### src/tbr_pkg.sv
// Purpose: Shared constants and types for the table-branch execution block
// Assumes: 32-bit addresses, 16-bit instruction encodings for table branches
package tbr_pkg;

  // ==========================================================
  // Constants
  localparam int        ADDR_W        = 32;
  localparam int        REG_IDX_W     = 4;
  localparam logic [3:0] REG_SP       = 4'hd;
  localparam logic [3:0] REG_PC       = 4'hf;
  localparam logic [31:0] PC_RST      = 32'h0000_0000;
  localparam logic [3:0] FLAGS_RST    = 4'h0;

  // ==========================================================
  // Types
  typedef enum logic [1:0] {
    OP_NONE                  = 2'b00,
    OP_TABLE_BRANCH_BYTE     = 2'b01,
    OP_TABLE_BRANCH_HALFWORD = 2'b10,
    OP_IF_THEN_BLOCK         = 2'b11
  } op_t;

  typedef struct packed {
    logic        valid;
    op_t         op;
    logic [3:0]  table_base_register;
    logic [3:0]  table_index_register;
    logic        fp_op;
    logic [31:0] next_addr;
  } decode_t;

  typedef struct packed {
    logic        valid;
    logic        halfword;
    logic [31:0] addr;
  } load_req_t;

  typedef enum logic [1:0] {
    ST_IDLE  = 2'b00,
    ST_LOAD  = 2'b01,
    ST_DONE  = 2'b10
  } state_t;

endpackage
### src/table_branch_exec.sv
// Purpose: Executes byte and halfword table branches, float gating; if-then decodes are accepted with no action
// Assumes: Register file reads are combinational; load answers with ack
// Notes:   One branch in flight; decode held off via ready
`timescale 1ns/10ps
module table_branch_exec (
  // Clock and reset
  input  wire logic              clk,
  input  wire logic              rst_n,
  // Decode
  input  wire tbr_pkg::decode_t  dec,
  output logic                   dec_ready,
  // Register file
  output logic [3:0]             rf_base_idx,
  output logic [3:0]             rf_index_idx,
  input  wire logic [31:0]       rf_base_data,
  input  wire logic [31:0]       rf_index_data,
  // Load path
  output tbr_pkg::load_req_t     load_req,
  input  wire logic              load_ack,
  input  wire logic [15:0]       load_data,
  // Floating point unit
  input  wire logic              floating_point_unit_present,
  input  wire logic              floating_point_unit_enabled,
  output logic                   fp_issue,
  output logic                   fp_undefined,
  // Flags and program counter
  input  wire logic [3:0]        flags_in,
  output logic [3:0]             flags_out,
  output logic                   branch_valid,
  output logic [31:0]            branch_target
);

  // ==========================================================
  // Reset synchroniser
  logic rst_meta_r;
  logic rst_sync_r;

  always_ff @(posedge clk or negedge rst_n) begin
    if (!rst_n) begin
      rst_meta_r <= 1'b0;
      rst_sync_r <= 1'b0;
    end else begin
      rst_meta_r <= 1'b1;
      rst_sync_r <= rst_meta_r;
    end
  end

  // ==========================================================
  // State
  tbr_pkg::state_t    state_r;
  tbr_pkg::state_t    state_nxt;
  logic               rdy_r;
  logic               rdy_nxt;
  tbr_pkg::load_req_t req_r;
  tbr_pkg::load_req_t req_nxt;
  logic [31:0]        next_r;
  logic [31:0]        next_nxt;
  logic               br_r;
  logic               br_nxt;
  logic [31:0]        tgt_r;
  logic [31:0]        tgt_nxt;
  logic               fpi_r;
  logic               fpi_nxt;
  logic               fpu_r;
  logic               fpu_nxt;
  logic [3:0]         flags_r;
  logic [3:0]         flags_nxt;
  logic               take;
  logic               take_branch;
  logic               take_float;
  logic               fpu_usable;
  logic [31:0]        base_addr;
  logic [31:0]        idx_off;
  logic [31:0]        target;

  // ==========================================================
  // Operands
  assign rf_base_idx  = dec.table_base_register;
  assign rf_index_idx = dec.table_index_register;

  always_comb begin
    // Base: PC means address just after the instruction
    if (dec.table_base_register == tbr_pkg::REG_PC) begin
      base_addr = dec.next_addr;
    end else begin
      base_addr = rf_base_data;
    end
    // Halfword tables need the index doubled
    if (dec.op == tbr_pkg::OP_TABLE_BRANCH_HALFWORD) begin
      idx_off = {rf_index_data[30:0], 1'b0};
    end else begin
      idx_off = rf_index_data;
    end
  end

  tbr_offset u_tbr_offset (
    .halfword  (req_r.halfword),
    .load_data (load_data),
    .next_addr (next_r),
    .target    (target)
  );

  // ==========================================================
  // Take decode
  assign take        = dec.valid && rdy_r && (state_r == tbr_pkg::ST_IDLE);
  assign take_float  = take && dec.fp_op;
  assign take_branch = take && !dec.fp_op &&
                       (dec.op == tbr_pkg::OP_TABLE_BRANCH_BYTE ||
                        dec.op == tbr_pkg::OP_TABLE_BRANCH_HALFWORD);
  assign fpu_usable  = floating_point_unit_present && floating_point_unit_enabled;

  // ==========================================================
  // Sequencer
  always_comb begin
    state_nxt = state_r;
    rdy_nxt   = rdy_r;
    case (state_r)
      tbr_pkg::ST_IDLE: begin
        rdy_nxt = 1'b1;
        if (take_branch) begin
          // Operand legality is left to software
          rdy_nxt   = 1'b0;
          state_nxt = tbr_pkg::ST_LOAD;
        end
      end
      tbr_pkg::ST_LOAD: begin
        if (load_ack) begin
          state_nxt = tbr_pkg::ST_DONE;
        end
      end
      default: begin
        rdy_nxt   = 1'b1;
        state_nxt = tbr_pkg::ST_IDLE;
      end
    endcase
  end

  always_ff @(posedge clk or negedge rst_sync_r) begin
    if (!rst_sync_r) begin
      state_r <= tbr_pkg::ST_IDLE;
      rdy_r   <= 1'b0;
    end else begin
      state_r <= state_nxt;
      rdy_r   <= rdy_nxt;
    end
  end

  // ==========================================================
  // Table load request
  always_comb begin
    req_nxt  = req_r;
    next_nxt = next_r;
    if (take_branch) begin
      req_nxt.valid    = 1'b1;
      req_nxt.halfword = (dec.op == tbr_pkg::OP_TABLE_BRANCH_HALFWORD);
      req_nxt.addr     = base_addr + idx_off;
      next_nxt         = dec.next_addr;
    end else if (state_r == tbr_pkg::ST_LOAD && load_ack) begin
      req_nxt.valid = 1'b0;
    end
  end

  always_ff @(posedge clk or negedge rst_sync_r) begin
    if (!rst_sync_r) begin
      req_r  <= '0;
      next_r <= tbr_pkg::PC_RST;
    end else begin
      req_r  <= req_nxt;
      next_r <= next_nxt;
    end
  end

  // ==========================================================
  // Branch result
  always_comb begin
    br_nxt  = 1'b0;
    tgt_nxt = tgt_r;
    if (state_r == tbr_pkg::ST_LOAD && load_ack) begin
      br_nxt  = 1'b1;
      tgt_nxt = target;
    end
  end

  always_ff @(posedge clk or negedge rst_sync_r) begin
    if (!rst_sync_r) begin
      br_r  <= 1'b0;
      tgt_r <= tbr_pkg::PC_RST;
    end else begin
      br_r  <= br_nxt;
      tgt_r <= tgt_nxt;
    end
  end

  // ==========================================================
  // Floating point gating
  always_comb begin
    fpi_nxt = take_float && fpu_usable;
    fpu_nxt = take_float && !fpu_usable;
  end

  always_ff @(posedge clk or negedge rst_sync_r) begin
    if (!rst_sync_r) begin
      fpi_r <= 1'b0;
      fpu_r <= 1'b0;
    end else begin
      fpi_r <= fpi_nxt;
      fpu_r <= fpu_nxt;
    end
  end

  // ==========================================================
  // Condition flags
  always_comb begin
    flags_nxt = flags_in;
  end

  always_ff @(posedge clk or negedge rst_sync_r) begin
    if (!rst_sync_r) begin
      flags_r <= tbr_pkg::FLAGS_RST;
    end else begin
      flags_r <= flags_nxt;
    end
  end

  // ==========================================================
  // Outputs
  assign dec_ready     = rdy_r;
  assign load_req      = req_r;
  assign flags_out     = flags_r;
  assign branch_valid  = br_r;
  assign branch_target = tgt_r;
  assign fp_issue      = fpi_r;
  assign fp_undefined  = fpu_r;

endmodule

### src/tbr_offset.sv
// Purpose: Converts a fetched table entry into a forward branch target
// Assumes: Entry arrives in the low bits of the load data
// Notes:   Purely combinational
`timescale 1ns/10ps
module tbr_offset (
  // Entry
  input  wire logic        halfword,
  input  wire logic [15:0] load_data,
  // Base
  input  wire logic [31:0] next_addr,
  // Result
  output logic [31:0] target
);
  logic [31:0] entry;

  always_comb begin
    if (halfword) begin
      entry = {16'h0000, load_data};
    end else begin
      entry = {24'h000000, load_data[7:0]};
    end
    target = next_addr + {entry[30:0], 1'b0};
  end
endmodule

### config.mk
export PLATFORM = sky130hd
export DESIGN_NAME = table_branch_exec
export DESIGN_NICKNAME = d
export VERILOG_FILES = /design/src/tbr_pkg.sv /design/src/table_branch_exec.sv /design/src/tbr_offset.sv
export SDC_FILE = /design/constraint.sdc
export NUM_CORES = 1
export LEC_CHECK = 0
export ABC_AREA = 1
export BUFFER_PORTS_ARGS = -buffer_cell sky130_fd_sc_hd__buf_2
export CAP_MARGIN = 10
export CORE_MARGIN = 2
export CORE_UTILIZATION = 39
export CTS_BUF_LIST = sky130_fd_sc_hd__clkbuf_16
export DETAILED_ROUTE_END_ITERATION = 10
export GPL_TIMING_DRIVEN = 0
export PLACE_DENSITY_LB_ADDON = 0.05
export SYNTH_ARGS = -nofsm -noshare
export SYNTH_HDL_FRONTEND = slang
export SYNTH_HIERARCHICAL = 1
export SYNTH_SLANG_ARGS = --single-unit
### constraint.sdc
create_clock -name clk -period 4.7 [get_ports clk]
set_input_delay 0.94 -clock clk [delete_from_list [all_inputs] [get_ports clk]]
set_output_delay 0.94 -clock clk [all_outputs]
set_load 0.005 [all_outputs]
==> Word-level counts from Yosys, hierarchy flattened <==
Index checks and enable logic that the tools add are counted.
{ "op_classes": {"n_eq_ne": 6, "n_addsub": 2, "n_reduce_logical": 15, "mux": 11} }
{ "ops": {"columns": ["op", "n"], "rows": [
  ["$mux 32", 2],
  ["$add 32x17->32", 1],
  ["$add 32x32->32", 1],
  ["$mux 16", 1],
  ["$logic_and 1x1->1", 9],
  ["$eq 2x1->1 const B", 2],
  ["$eq 4x4->1 const B", 1],
  ["$mux 1", 4],
  ["$mux 2", 2],
  ["$ne 2x2->1 const B", 2],
  ["$pmux 2 s2", 1],
  ["$eq 2x2->1 const B", 1],
  ["$logic_not 1->1", 2],
  ["$logic_not 2->1", 1],
  ["$pmux 1 s2", 1],
  ["$reduce_and 2->1", 1],
  ["$reduce_bool 2->1", 1],
  ["$logic_or 1x1->1", 1]
]} }
{ "totals": {"register_bits": 110, "out_inout_bits": 82, "input_bits": 133, "word_cells": 47} }

==> Logic depth before layout (Yosys ltp) <==
{ "depth": {"depth_word": 6, "depth_mapped": 18, "depth_no_buf": 17} }

==> Cells and area by module <==
The synthesis kept the hierarchy.
{ "by_module_without_submodules": {"columns": ["mod", "cells_per_inst", "n_inst", "area_each_um2"], "rows": [
  ["table_branch_exec", 1095, 1, 7161.9],
  ["tbr_offset", 355, 1, 1712.9]
]} }

==> Worst setup path after synthesis <==
OpenSTA, ideal clock, no wires.
{ "synth_path": {"kind": "input to register", "from": "input dec[37] in the netlist's numbering", "to": "register req_r (netlist bit load_req[16])", "cell_stages": 13, "arrival_ns": 3.151, "path_buffers": 1, "setup_ns": 0.083, "path_slack_ns": 1.466, "cell_sequence": "nand2_1 > nor2_1 > clkbuf_1 > a21oi_1 > ha_1 > fa_1 > nand3_1 > nand3_1 > a21oi_1 > o21ai_0 > nand2_1 > nand2_1 > o21ai_0"} }
{ "synth_between": {"elab_chain_cells": 3} }
{ "synth_lines": {"columns": ["element", "line", "text"], "rows": [
  ["start, declared", "table_branch_exec.sv:10", "input wire tbr_pkg::decode_t dec,"],
  ["$eq 4x4->1", "table_branch_exec.sv:83", "if (dec.table_base_register == tbr_pkg::REG_PC) begin"],
  ["$mux 32", "table_branch_exec.sv:83", null],
  ["$add 32x32->32", "table_branch_exec.sv:156", "req_nxt.addr = base_addr + idx_off;"],
  ["end signal, assigned", "table_branch_exec.sv:168", "req_r <= req_nxt;"],
  ["end, declared", "table_branch_exec.sv:54", "tbr_pkg::load_req_t req_r;"]
]} }
Every way passes these cells.
A chain may end at the register's enable or synchronous reset.

==> Final worst setup path <==
{ "layout_path": {"from": "input dec[37] in the netlist's numbering", "to": "register req_r (netlist bit load_req[28])"} }
Same word-level chain as after synthesis.

==> impl_metrics.env <==
export IMPL_outcome="complete, no violations"
export IMPL_htree_levels=3
export IMPL_ys_seq_area_share_pct=31.0
export IMPL_fin_cells=1963
export IMPL_crit_start="dec[37]"
export IMPL_area_growth_syn_to_layout_pct=19.5
export IMPL_synth_edf_count=0
export IMPL_mappedNetlistArea_sq_mm=0.00887
export IMPL_slew_headroom_pct=41.0
export IMPL_final_cell_mix="nand2_1, inv_1, buf_2"
export IMPL_period_minus_slack_ns=3.62
export IMPL_dp_cells=1946
export IMPL_drtAntennaViolNets=0
export IMPL_gp_congestion=0.909
export IMPL_crit_required_ns=4.96
export IMPL_via_count=9196
export IMPL_layout_commonest_cell="nand2_1"
export IMPL_final_hold_violation_count=0
export IMPL_worst_clock_skew_ns=0.0122
export IMPL_io_pins=215
export IMPL_synthesis_nets=1633
export IMPL_hold_path_class="input port to asynchronous set/reset pin"
export IMPL_clkLatencyLatePin_ns=0.37
export IMPL_p_leak_uw=0.00652
export IMPL_grt_start_max_net_pins=64
export IMPL_setup_viol=0
export IMPL_die_w_microns=155
export IMPL_hpwl_mm=24.1
export IMPL_ys_warnings_count=6
export IMPL_maxCapViolCount=0
export IMPL_crit_path_max_fanout=10
export IMPL_grt_total_usage_pct=24.4
export IMPL_cts_buffer_depth=2
export IMPL_critPathCaptureType="flop"
export IMPL_post_cts_buffers=0
export IMPL_synth_cell_types=33
export IMPL_vias_per_cell=4.68
export IMPL_async_reset_ff_share_pct=100
export IMPL_antenna_found_initial=1
export IMPL_fin_nets=1855
export IMPL_clock_root_buffer="clkbuf_16"
export IMPL_dieHeight_microns=155
export IMPL_rsz0062_at_grt="no"
export IMPL_rr_startpoint="load_req[32]"
export IMPL_firstDrtPassIters=7
export IMPL_clkTransAtPathRegs_ns=0.08
export IMPL_fmax_mhz=276
export IMPL_cts_hold_fix_buffers=0
export IMPL_fin_util_pct=47.1
export IMPL_grt_pass1_wl_mm=45.8
export IMPL_ys_seq_elements=110
export IMPL_cts_tree="built"
export IMPL_startpoint_type="input port"
export IMPL_die_area_sq_mm=0.0240
export IMPL_clock_sinks=110
export IMPL_worstSetupPathType="input port to flop"
export IMPL_ctsResizeCount=0
export IMPL_maxSlewViolCount=0
export IMPL_grt_pass1_vias=9101
export IMPL_io_buffers=210
export IMPL_fin_crit_sh_pct=77.0
export IMPL_postSynthAreaPerCell_sq_um=6.12
export IMPL_routedWlPerCell_microns=14.7
export IMPL_initial_core_util_pct=39.4
export IMPL_power_density_mw_per_mm2=383
export IMPL_ys_flop_type="dfrtp_1"
export IMPL_drive_gt1_share_pct=15.9
export IMPL_ir_worst_vdd_uv=168
export IMPL_cts_buffers=9
export IMPL_coreArea_sq_mm=0.0225
export IMPL_drcViolationCount=0
export IMPL_dr_first_iter_drc_count=493
export IMPL_grt_overflow=0
export IMPL_wl_met2_mm=14.4
export IMPL_tns_ns=0
export IMPL_syn_inst=1450
export IMPL_tightestPinTransition_ns=0.884
export IMPL_arrival_ns=3.88
export IMPL_std_cell_rows=55
export IMPL_drt_met1_wl_mm=12.7
export IMPL_wl_met3_microns=709
export IMPL_wl_mm=28.8
export IMPL_highest_layer="met4"
==> worst max-delay path: stages <==
cell      delay, ns
buf_2          0.09
nand2_1        0.05
nor2_1         0.53
clkbuf_1       0.41
a21oi_1        0.13
ha_1           0.26
fa_1           0.45
nand3_1        0.11
nand3_1        0.17
nand3_1        0.13
nand3_1        0.18
nand2_1        0.17
nand3_1        0.09
nand3_1        0.11
nand2_1        0.06
==> where the power goes <==
part | internal (uW) | switching, uW | total, uW
clock network | 375 | 425 | 800
registers | 1290 | 243 | 1540
logic | 717 | 1010 | 1720
==> metrics by stage <==
step | area, sq um | worst slack, ns | hold slack, ns | total power [uW]
2_1_floorplan | 8870 | 1.41 | 0.331 | 2620
3_3_place_gp | 10300 | -0.106 | 0.337 | 3260
3_5_place_dp | 10300 | 0.727 | 0.338 | 3280
4_1_cts | 10600 | 1.10 | 0.329 | 4100
5_1_grt | 10600 | 0.761 | 0.331 | 4440
6_report | 10600 | 1.08 | 0.340 | 4060
==> kinds of logic (layout without fill, tap and decap cells) <==
group	after synthesis	after routing	share of synthesized area (%)
other	1	2	0.0423
XOR/XNOR	29	29	2.86
AO/OA/AOI/OAI	134	134	7.85
AND/OR/NAND/NOR	860	860	38.8
buffers and inverters	266	493	12.2
adder cells (fa/ha/maj)	50	50	7.22
flip-flops	110	110	31.0
==> worst paths after layout <==
check / depth (start not counted) / slack (ns) / to
worst max-delay path: 15 / 1.08 / load_req[28]
worst min-delay path: 1 / 0.34 / rst_sync_r
worst max register to register: 14 / 2.27 / branch_target[21]
worst min register to register: 0 / 0.36 / rst_sync_r
max in group asynchronous: 1 / 3.50 / next_r[26]
min in group clk: 0 / 0.36 / rst_sync_r
==> Yosys cell counts (5+ instances only) <==
cell type	instances	area share (%)
nand2_1	645	27
inv_1	220	9.3
dfrtp_1	110	31
nor2_1	104	4.4
nand3_1	71	4.0
a21oi_1	63	3.6
ha_1	48	6.8
o21ai_0	31	1.7
o21ai_1	31	1.7
clkbuf_1	21	0.89
xor2_1	17	1.7
xnor2_1	12	1.2
buf_4	9	0.76
nand4_1	7	0.49
nor3_1	7	0.39
buf_6	6	0.76
nand3b_1	6	0.51
buf_2	5	0.28
o21bai_1	5	0.42
==> metal layers <==
| layer | up-vias | track usage (%) |
|---|---|---|
| li1 | 4859 | - |
| met1 | 4115 | 29.3 |
| met2 | 176 | 44.9 |
| met3 | 46 | 2.62 |
| met4 | 0 | 9.39 |
| met5 | - | 0 |
==> layout make-up <==
class	instances	area (sq um)
Antenna cell	1	2.50
Buffer	42	243
Clock buffer	9	225
Clock inverter	7	63.8
Fill cell	2525	11900
Inverter	224	841
Multi-Input combinational cell	1074	5040
Sequential cell	110	2760
Tap cell	285	357
Timing Repair Buffer	211	1080
==> flip-flops by register name (all words and copies together), names as in the netlist, 2 cells and up <==
register       count
flags_out          4
branch_target     32
state_r            2
load_req          34
next_r            32
No activity file was read; power rests on OpenSTA's default activity.
